$ cat src/design/bus_status_pkg.sv
// Shared types and constants for the cycle-status and request/grant logic.
// Assumes one 50 MHz clock and a single asynchronous, active-high reset.
package bus_status_pkg;

   ////////////////////////////////////////////////////////////////////////////
   // Bus cycle states; BUS_IDLE is the idle slot between cycles
   typedef enum logic [2:0] {
      BUS_IDLE,
      BUS_STATE_FIRST,
      BUS_STATE_SECOND,
      BUS_STATE_THIRD,
      BUS_WAIT_STATE,
      BUS_STATE_FOURTH,
      BUS_HELD
   } bus_state_t;

   typedef struct packed {
      logic cycle_status_bit2;
      logic cycle_status_bit1;
      logic cycle_status_bit0;
   } cycle_status_t;

   ////////////////////////////////////////////////////////////////////////////
   // Cycle-status codes
   localparam logic [2:0] CODE_INT_ACK = 3'h0;
   localparam logic [2:0] CODE_IO_READ = 3'h1;
   localparam logic [2:0] CODE_IO_WRITE = 3'h2;
   localparam logic [2:0] CODE_HALT = 3'h3;
   localparam logic [2:0] CODE_FETCH = 3'h4;
   localparam logic [2:0] CODE_MEM_READ = 3'h5;
   localparam logic [2:0] CODE_MEM_WRITE = 3'h6;
   localparam logic [2:0] CODE_PASSIVE = 3'h7;

   ////////////////////////////////////////////////////////////////////////////
   // Reset values and timing
   localparam logic RESET_STATUS_OE = 1'b1;
   localparam logic RESET_PIN_LEVEL = 1'b1;
   localparam int PULSE_CYCLES = 1;

endpackage

$ cat src/design/req_grant_pin.sv
// One two-way request/grant pin: spots incoming low pulses and drives
// a one-clock low grant pulse. Assumes the wire idles high when undriven.
`timescale 1ns/10ps
module req_grant_pin (
   input wire logic ref_clk,
   input wire logic rst,
   input wire logic pin_in,
   input wire logic fire,
   output logic pin_out,
   output logic pin_oe,
   output logic pulse_seen
);
   import bus_status_pkg::*;

   typedef struct packed {
      logic prev_in;
      logic drive;
      logic blank;
   } pin_state_t;

   pin_state_t s;
   pin_state_t next_s;

   // Masking and grant drive are built for one-clock pulses only
   if (PULSE_CYCLES != 1) begin : g_bad_pulse
      $error("grant pulse logic serves one-cycle pulses only");
   end

   // Own pulse and the cycle after it are masked so they never look like a request
   assign pulse_seen = s.prev_in & ~pin_in & ~s.drive & ~s.blank;

   always_comb begin
      next_s = s;
      next_s.prev_in = pin_in;
      next_s.drive = fire;
      next_s.blank = s.drive;
   end

   always_ff @(posedge ref_clk or posedge rst) begin
      if (rst) begin
         s <= '{prev_in: RESET_PIN_LEVEL, drive: 1'b0, blank: 1'b0};
      end else begin
         s <= next_s;
      end
   end

   assign pin_out = 1'b0;
   assign pin_oe = s.drive;
endmodule // req_grant_pin

$ cat src/design/bus_status_grant.sv
// Cycle-status outputs and two request/grant pins of a maximum-mode local
// bus. Assumes the core offers cycles via cycle_start/cycle_kind and that
// the environment resolves each two-way pin from its enable, pulled high.
//
// Contract
// - Status returns to passive in third or wait state once ready is high.
// - Leaving passive in fourth state starts a cycle; returning passive ends it.
// - During a grant sequence the status outputs float, weakly held high.
// - The bus is released only at the end of the current cycle.
// - Pins are two-way; high-priority pin wins when both request together.
// - An unconnected pin idles high and never shows a request.
// - The device answers with a one-clock pulse during fourth or first state; the code pulses only in the fourth state.
`timescale 1ns/10ps
module bus_status_grant (
   input wire logic ref_clk,
   input wire logic rst,
   input wire logic ready,
   input wire logic cycle_start,
   input wire logic [2:0] cycle_kind,
   output logic cycle_taken,
   output bus_status_pkg::cycle_status_t cycle_status,
   output logic cycle_status_oe,
   output bus_status_pkg::bus_state_t bus_state,
   input wire logic high_prio_req_grant_in,
   output logic high_prio_req_grant_out,
   output logic high_prio_req_grant_oe,
   input wire logic low_prio_req_grant_in,
   output logic low_prio_req_grant_out,
   output logic low_prio_req_grant_oe
);
   import bus_status_pkg::*;

   typedef struct packed {
      bus_state_t st;
      cycle_status_t status;
      logic status_oe;
      logic pend_hi;
      logic pend_lo;
      logic owner_hi;
      logic granting;
      logic taken;
   } main_state_t;

   main_state_t s;
   main_state_t next_s;
   logic seen_hi;
   logic seen_lo;
   logic fire_hi;
   logic fire_lo;
   logic release_seen;
   logic fire_any;

   ////////////////////////////////////////////////////////////////////////////
   // Pins

   req_grant_pin u_high_pin (
      .ref_clk(ref_clk),
      .rst(rst),
      .pin_in(high_prio_req_grant_in),
      .fire(fire_hi),
      .pin_out(high_prio_req_grant_out),
      .pin_oe(high_prio_req_grant_oe),
      .pulse_seen(seen_hi)
   );

   req_grant_pin u_low_pin (
      .ref_clk(ref_clk),
      .rst(rst),
      .pin_in(low_prio_req_grant_in),
      .fire(fire_lo),
      .pin_out(low_prio_req_grant_out),
      .pin_oe(low_prio_req_grant_oe),
      .pulse_seen(seen_lo)
   );

   ////////////////////////////////////////////////////////////////////////////
   // Arbitration: grants are only decided at a cycle boundary

   always_comb begin
      fire_any = 1'b0;
      if (!s.granting && (s.pend_hi || s.pend_lo)) begin
         if (s.st == BUS_IDLE || s.st == BUS_STATE_FOURTH) begin
            fire_any = 1'b1;
         end else if ((s.st == BUS_STATE_THIRD || s.st == BUS_WAIT_STATE) && ready) begin
            fire_any = 1'b1;
         end
      end
      fire_hi = fire_any & s.pend_hi;
      fire_lo = fire_any & ~s.pend_hi & s.pend_lo;
      release_seen = (s.st == BUS_HELD) && (s.owner_hi ? seen_hi : seen_lo);
   end

   ////////////////////////////////////////////////////////////////////////////
   // Bus cycle sequencer

   always_comb begin
      next_s = s;
      next_s.taken = 1'b0;
      // A fresh pulse sets pending even in the cycle a grant clears it
      next_s.pend_hi = (s.pend_hi & ~fire_hi) | (seen_hi & ~(release_seen & s.owner_hi));
      next_s.pend_lo = (s.pend_lo & ~fire_lo) | (seen_lo & ~(release_seen & ~s.owner_hi));
      if (fire_any) begin
         next_s.granting = 1'b1;
         next_s.owner_hi = fire_hi;
      end
      case (s.st)
         BUS_IDLE: begin
            // Every cycle start and every grant passes through the fourth state
            if (fire_any || cycle_start) begin
               next_s.st = BUS_STATE_FOURTH;
            end
         end
         BUS_STATE_FOURTH: begin
            if (s.granting) begin
               next_s.st = BUS_HELD;
               next_s.status_oe = 1'b0;
               next_s.granting = 1'b0;
            end else if (fire_any) begin
               next_s.st = BUS_STATE_FOURTH;
            end else if (cycle_start) begin
               next_s.st = BUS_STATE_FIRST;
               next_s.status = cycle_kind;
               next_s.taken = 1'b1;
            end else begin
               next_s.st = BUS_IDLE;
            end
         end
         BUS_STATE_FIRST: begin
            next_s.st = BUS_STATE_SECOND;
         end
         BUS_STATE_SECOND: begin
            next_s.st = BUS_STATE_THIRD;
         end
         BUS_STATE_THIRD, BUS_WAIT_STATE: begin
            if (ready) begin
               next_s.status = CODE_PASSIVE;
               next_s.st = BUS_STATE_FOURTH;
            end else begin
               next_s.st = BUS_WAIT_STATE;
            end
         end
         BUS_HELD: begin
            next_s.status_oe = 1'b0;
            if (release_seen) begin
               next_s.st = BUS_IDLE;
               next_s.status = CODE_PASSIVE;
               next_s.status_oe = 1'b1;
            end
         end
         default: begin
            next_s.st = BUS_IDLE;
            next_s.status = CODE_PASSIVE;
            next_s.status_oe = RESET_STATUS_OE;
         end
      endcase
   end

   always_ff @(posedge ref_clk or posedge rst) begin
      if (rst) begin
         s <= '{st: BUS_IDLE, status: CODE_PASSIVE, status_oe: RESET_STATUS_OE,
                pend_hi: 1'b0, pend_lo: 1'b0, owner_hi: 1'b0, granting: 1'b0,
                taken: 1'b0};
      end else begin
         s <= next_s;
      end
   end

   assign cycle_status = s.status;
   assign cycle_status_oe = s.status_oe;
   assign bus_state = s.st;
   assign cycle_taken = s.taken;
endmodule // bus_status_grant

$ cat config.mk
export PLATFORM = sky130hd
export DESIGN_NAME = bus_status_grant
export DESIGN_NICKNAME = d
export VERILOG_FILES = /design/src/design/bus_status_pkg.sv /design/src/design/req_grant_pin.sv /design/src/design/bus_status_grant.sv
export SDC_FILE = /design/constraint.sdc
export NUM_CORES = 1
export LEC_CHECK = 0
export CORE_AREA = 2 2 46 57
export CTS_BUF_LIST = sky130_fd_sc_hd__clkbuf_4 sky130_fd_sc_hd__clkbuf_8
export CTS_CLUSTER_SIZE = 10
export DETAILED_ROUTE_END_ITERATION = 12
export DIE_AREA = 0 0 48 59
export DONT_BUFFER_PORTS = 1
export PLACE_DENSITY = 0.55
export SKIP_LAST_GASP = 1
export SLEW_MARGIN = 10
export SYNTH_ARGS = -nofsm -noshare
export SYNTH_HDL_FRONTEND = slang
export SYNTH_SLANG_ARGS = --single-unit
$ cat constraint.sdc
create_clock -name ref_clk -period 1.9 [get_ports ref_clk]
set_clock_uncertainty 0.15 [all_clocks]
set_input_delay 0.095 -clock ref_clk [delete_from_list [all_inputs] [get_ports ref_clk]]
set_output_delay 0.095 -clock ref_clk [all_outputs]
set_load 0.01 [all_outputs]
# Yosys cells after proc, flatten, opt, wreduce, memory -nomap -nowiden
# Cells that the tools add are included.
word_totals:
  ram_bits: 0
  mem_bits_ro: 0
  latchBits: 0
  out_inout_bits: 12
  ff_bits: 18
  n_memories: 0
classes:
  shift: 0
  magnitude_cmp: 0
  add_sub_neg: 0
  n_mux: 24
  n_mul: 0
  div: 0
  reduce_logical: 15
  n_bitwise: 31
  eq_ne: 13
op_table:
  columns: ["cell", "n"]
  rows:
  - ["$mux 3", 7]
  - ["$pmux 3 s6", 1]
  - ["$and 1x1->1", 15]
  - ["$not 1->1", 14]
  - ["$mux 1", 12]
  - ["$ne 2x2->1 const B", 6]
  - ["$pmux 3 s4", 1]
  - ["$eq 3x3->1 const B", 3]
  - ["$mux 7", 1]
  - ["$eq 3x2->1 const B", 2]
  - ["$reduce_and 6->1", 1]
  - ["$reduce_or 5->1", 1]
  - ["$logic_or 1x1->1", 4]
  - ["$reduce_and 2->1", 2]
  - ["$eq 3x1->1 const B", 1]
  - ["$logic_and 1x1->1", 3]
  - ["$logic_not 3->1", 1]
  - ["$pmux 1 s3", 1]
  - ["$reduce_or 3->1", 1]
  - ["$mux 2", 1]
  - ["$ne 2x1->1 const B", 1]
  - ["$or 1x1->1", 2]
  - ["$reduce_or 2->1", 1]
  - ["$logic_not 1->1", 1]

# Logic depth before layout (Yosys ltp)
logic_depth:
  depth_word: 11
  ltp_mapped: 5
  depth_no_buf: 4

# Hierarchy
# A second synthesis with hierarchy kept.
unflattened:
  cells_unflattened: 102
  area_unflattened_um2: 958.4
modules_own_cells:
  columns: ["mod", "cells_per_inst", "n_inst", "area_each_um2"]
  rows:
  - ["bus_status_grant", 88, 1, 745.7]
  - ["req_grant_pin", 7, 2, 106.4]

# Worst setup path before layout
# Ideal clock, no wire load.
synth_timing:
  kind: "register to register"
  from: "register u_low_pin.s (netlist bit u_low_pin.pin_oe)"
  to: "register s (netlist bit cycle_status[0])"
  t_required_ns: 1.675
  setup_ns: 0.075
  arrival_time_ns: 1.276
  stages_incl_launch_ff: 5
  slack_ns: 0.399
  synth_period_minus_slack_ns: 1.501
  path_cell_list: "dfrtp_1 > nor4b_4 > o22ai_2 > a31oi_4 > mux2i_1"
synth_between:
  elab_chain_len: 7
synth_lines:
  columns: ["element", "line", "source"]
  rows:
  - ["start, declared", "req_grant_pin.sv:21", "pin_state_t s;"]
  - ["start signal, assigned", "req_grant_pin.sv:41", "s <= '{prev_in: RESET_PIN_LEVEL, drive: 1'b0, blank: 1'b0};"]
  - ["start signal, assigned", "req_grant_pin.sv:43", "s <= next_s;"]
  - ["$not 1->1", "req_grant_pin.sv:30", "assign pulse_seen = s.prev_in & ~pin_in & ~s.drive & ~s.blank;"]
  - ["$and 1x1->1 (2 in series)", "req_grant_pin.sv:30", null]
  - ["$mux 1", "bus_status_grant.sv:90", "release_seen = (s.st == BUS_HELD) && (s.owner_hi ? seen_hi : seen_lo);"]
  - ["$logic_and 1x1->1", "bus_status_grant.sv:90", null]
  - ["$ne 2x2->1 (no source line)", null, null]
  - ["$reduce_and 6->1 (no source line)", null, null]
  - ["end signal, assigned", "bus_status_grant.sv:160", "s <= '{st: BUS_IDLE, status: CODE_PASSIVE, status_oe: RESET_STATUS_OE,"]
  - ["end signal, assigned", "bus_status_grant.sv:164", "s <= next_s;"]
  - ["end, declared", "bus_status_grant.sv:44", "main_state_t s;"]
# No other way between the ends.
# A chain may end at the register's enable or synchronous reset.

# Worst setup path after layout
layout_timing:
  from: "register s (netlist bit bus_state[0])"
  to: "register s[2] in the netlist's numbering"
layout_between:
  elab_chain_len: 7
  elab_cells_between_ends: 11
layout_lines:
  columns: ["element", "line", "source"]
  rows:
  - ["$eq 3x2->1 or $eq 3x3->1 (tied branches)", "bus_status_grant.sv:84", "end else if ((s.st == BUS_STATE_THIRD || s.st == BUS_WAIT_STATE) && ready) begin"]
  - ["$logic_or 1x1->1", "bus_status_grant.sv:84", null]
  - ["$logic_and 1x1->1", "bus_status_grant.sv:84", null]
  - ["$mux 1", "bus_status_grant.sv:84", null]
  - ["$mux 1 *", "bus_status_grant.sv:82", "if (s.st == BUS_IDLE || s.st == BUS_STATE_FOURTH) begin"]
  - ["$mux 1 *", "bus_status_grant.sv:81", "if (!s.granting && (s.pend_hi || s.pend_lo)) begin"]
  - ["$and 1x1->1", "bus_status_grant.sv:88", "fire_hi = fire_any & s.pend_hi;"]
# Mark *: on every way between the ends. The rest lies on a longest branch, timed or not.

==> flow_summary_export.csv <==
group,metric,value,unit
drt,routed_wl,1910,µm
cells_and_area,antenna_cells,0,
setup_path,r2r-end,"s[2]",
global_route,grt-busiest-layer,"met2",
global_route,antenna_found_initial,0,
drt,ant_nets,0,
setup_path,worstPathCellList,"nor2b_1 > o31ai_2 > nand2_2 > mux2_4",
setup_path,cp.required,1930,ps
placed_design,placed_area,990,µm²
synth,yosysMostFrequentCell,"dfrtp_1",
drt,drc,0,
setup_path,r2r_slack,170,ps
cells_and_area,fin_area,1090,µm²
clock_network,cts_tree,"done",
sta,finalCritPeriodShare,90.9,%
synth,yosysSeqAreaShare,45.6,%
setup_path,worst-path-buf-inv,0,
global_route,grtUsageMet1,19.0,%
setup_path,critical-path-top-delay-family,"flip-flops",
synth,netlist_top_cells_count,"12 x dfrtp_1, 10 x buf_4, 9 x nor2_1, 7 x nand2_1",
setup_path,crit_arrival,1760,ps
global_route,grt_pass1_wl,2930,µm
setup_path,regToRegStartpoint,"bus_state[0]",
pwr,peakVddDrop,0.834,mV
placed_design,dp.cells,117,
synth,avgSynthCellArea,10.8,µm²
setup_path,startpoint,"bus_state[0]",
drt,dr.pass1.iters,4,
cells_and_area,drive_gt1_share,22.7,%
cells_and_area,layout-area-overhead-vs-synth,8.47,%
synth,yosysWarnings,0,
global_route,grt_start_max_net_pins,19,
cells_and_area,fin_util,48.3,%
floorplan,io_pins,21,
drt,num_vias,666,
floorplan,die_w,48,µm
clock_network,cts_buffers,3,
clock_network,post_cts_buffers,0,
global_route,grt_usage,14.9,%
cells_and_area,finalNonFillerCells,128,
floorplan,rows,19,
synth,synth_area_leaders,"dfrtp_1 30%, dfstp_2 16%, buf_4 7.5%, nor4b_4 4.7%, nor2_1 3.4%",
synth,synth-seq-cells,18,
setup_path,critPathMaxStageDelay,520,ps
pwr,p_leak,0.512,nW
sta,rsz0062_at_grt,"no",
synth,ys_types,36,
clock_network,clk_pin_slew,100,ps
setup_path,path_class,"flip-flop to flip-flop",
setup_path,path_depth,4,
clock_network,cts.sinks,18,
global_route,grt_pass1_vias,659,
synth,syn_inst,93,
pwr,p_total,0.00173,W
sta,slew_headroom,55.6,%
sta,max_freq,579,MHz
cells_and_area,fillCellCount,223,
floorplan,start_util,44.5,%
setup_path,r2r_cells,4,
synth,synth_edf_count,0,
global_route,overflow,0,
synth,synth_top_cell_area_share,29.9,%
setup_path,setup.worst_path.end,"s[2]",
setup_path,cp-start-kind,"flip-flop",
sta,tightest_slew,666,ps
drt,wl_per_cell,14.9,µm
synth,yosys.area.top_type,"dfrtp_1",
sta,hold_viol_final,0,
placed_design,gp_congestion,0.782,
global_route,met3_usage,2.74,%
clock_network,clk_latency,290,ps
floorplan,die_area,2830,µm²
flow_run,max_cap_violations,0,
clock_network,root_buffer,"clkbuf_4",
sta,finalCriticalPeriod,1730,ps
outcome,status,"complete, no violations",
min_path,hp-class,"input port to flip-flop",
drt,drtIter0Drc,13,
sta,setup_tns,0,ps
drt,via_per_inst,5.20,
sta,maxSlewViolCount,0,
clock_network,hold_buffers,7,
synth,synth_area,1000,µm²
floorplan,core_area,2260,µm²
global_route,met2_usage,23.6,%
setup_path,crit_slowest_cell,"dfrtp_1",
setup_path,cp-end-kind,"flip-flop",
pwr,powerDensity,1590,nW/µm²
placed_design,portBuffers,0,
cells_and_area,nNetsFinal,107,
floorplan,dieHeight,59,µm
clock_network,post_cts_resized,0,
setup_path,cp_max_fo,13,
sta,setup_violations,0,
clock_network,cts_buffer_depth,2,
synth,ys.flop_type,"dfrtp_1",
clock_network,h-tree-depth,1,
placed_design,hpwl,1390,µm
synth,async_flop_share,100,%
[where the power goes]
| group | leakage (nW) | switching (W) | total [W] | internal, W |
|---|---|---|---|---|
| Combinational | 0.283 | 0.000359 | 0.000717 | 0.000358 |
| Sequential | 0.211 | 0.000244 | 0.000805 | 0.000561 |
| Clock | 0.0184 | 0.000110 | 0.000206 | 0.0000957 |
| Total | 0.512 | 0.000713 | 0.00173 | 0.00102 |
[flip-flops by register name, summed over array words and instances (netlist names)]
| register | count |
|---|---|
| s | 4 |
| bus_state | 3 |
| cycle_status | 3 |
| u_high_pin.s | 2 |
| u_low_pin.s | 2 |
| cycle_status_oe | 1 |
| cycle_taken | 1 |
| u_high_pin.pin_oe | 1 |
| u_low_pin.pin_oe | 1 |
[cells by family (layout without fill, tap and decap cells)]
kind of cell | after synthesis | after routing | share of synthesized area (%)
compound gates | 18 | 18 | 15.3
mux | 4 | 4 | 4.48
other cells | 1 | 2 | 0.373
buf+inv | 17 | 20 | 10.2
flops | 18 | 18 | 45.6
simple gates | 35 | 35 | 24.0
[final cells by class]
| class | instances | area, µm² | area share (%) |
|---|---|---|---|
| multi-input combinational | 59 | 448 | 41.1 |
| sequential | 18 | 458 | 42.0 |
| inverter | 6 | 22.5 | 2.07 |
| clock buffer | 4 | 30.0 | 2.76 |
| tap | 31 | 38.8 | 3.56 |
| timing repair buffer | 10 | 92.6 | 8.50 |
[stage by stage]
step / hold WS (ps) / setup slack, ps
4_1_cts: 0.234 / 162
6_report: 4.69 / 173
2_1_floorplan: -121 / 399
3_5_place_dp: -50.3 / 166
5_1_grt: 5.83 / 99.7
3_3_place_gp: -50.3 / 208
[how the worst min path moves through the flow]
stage / startpoint / to / slack (ps) / cells past startpoint
4_1_cts: ready / u_high_pin.pin_oe / 0.2 / 4
3_3_place_gp: low_prio_req_grant_in / u_low_pin.s[2] / -50 / 0
3_5_place_dp: low_prio_req_grant_in / u_low_pin.s[2] / -50 / 0
5_1_grt: ready / u_low_pin.pin_oe / 6 / 4
2_1_floorplan: rst / bus_state[0] / -120 / 1
6_report: ready / u_high_pin.pin_oe / 5 / 4
[routing by layer]
metal  wire, µm  up-vias  part of all wire [%]
met4         33        0                   1.7
li1           -      323                     -
met2        968       18                    51
met1        830      323                    44
met3         72        2                   3.8
met5          0        -                     0
[worst register-to-register path: cells and delay by family, from the launching register on]
family / cells / cell delay (ps)
DFF: 1 / 520
and+or+nand+nor: 2 / 360
muxes: 1 / 320
AOI/OAI and AO/OA: 1 / 290
[layout by cell type, fill, tap and decap left out, types with 3 or more instances in the layout]
cell type,netlist,routed
inv_1,6,6
mux2i_1,3,3
nor2b_1,4,4
buf_4,10,3
nor2_1,9,9
clkbuf_4,0,4
dlygate4sd3_1,0,7
dfrtp_1,12,12
nand2_1,7,7
dfstp_2,6,6
Note: power is estimated with default switching activity, not from simulation.
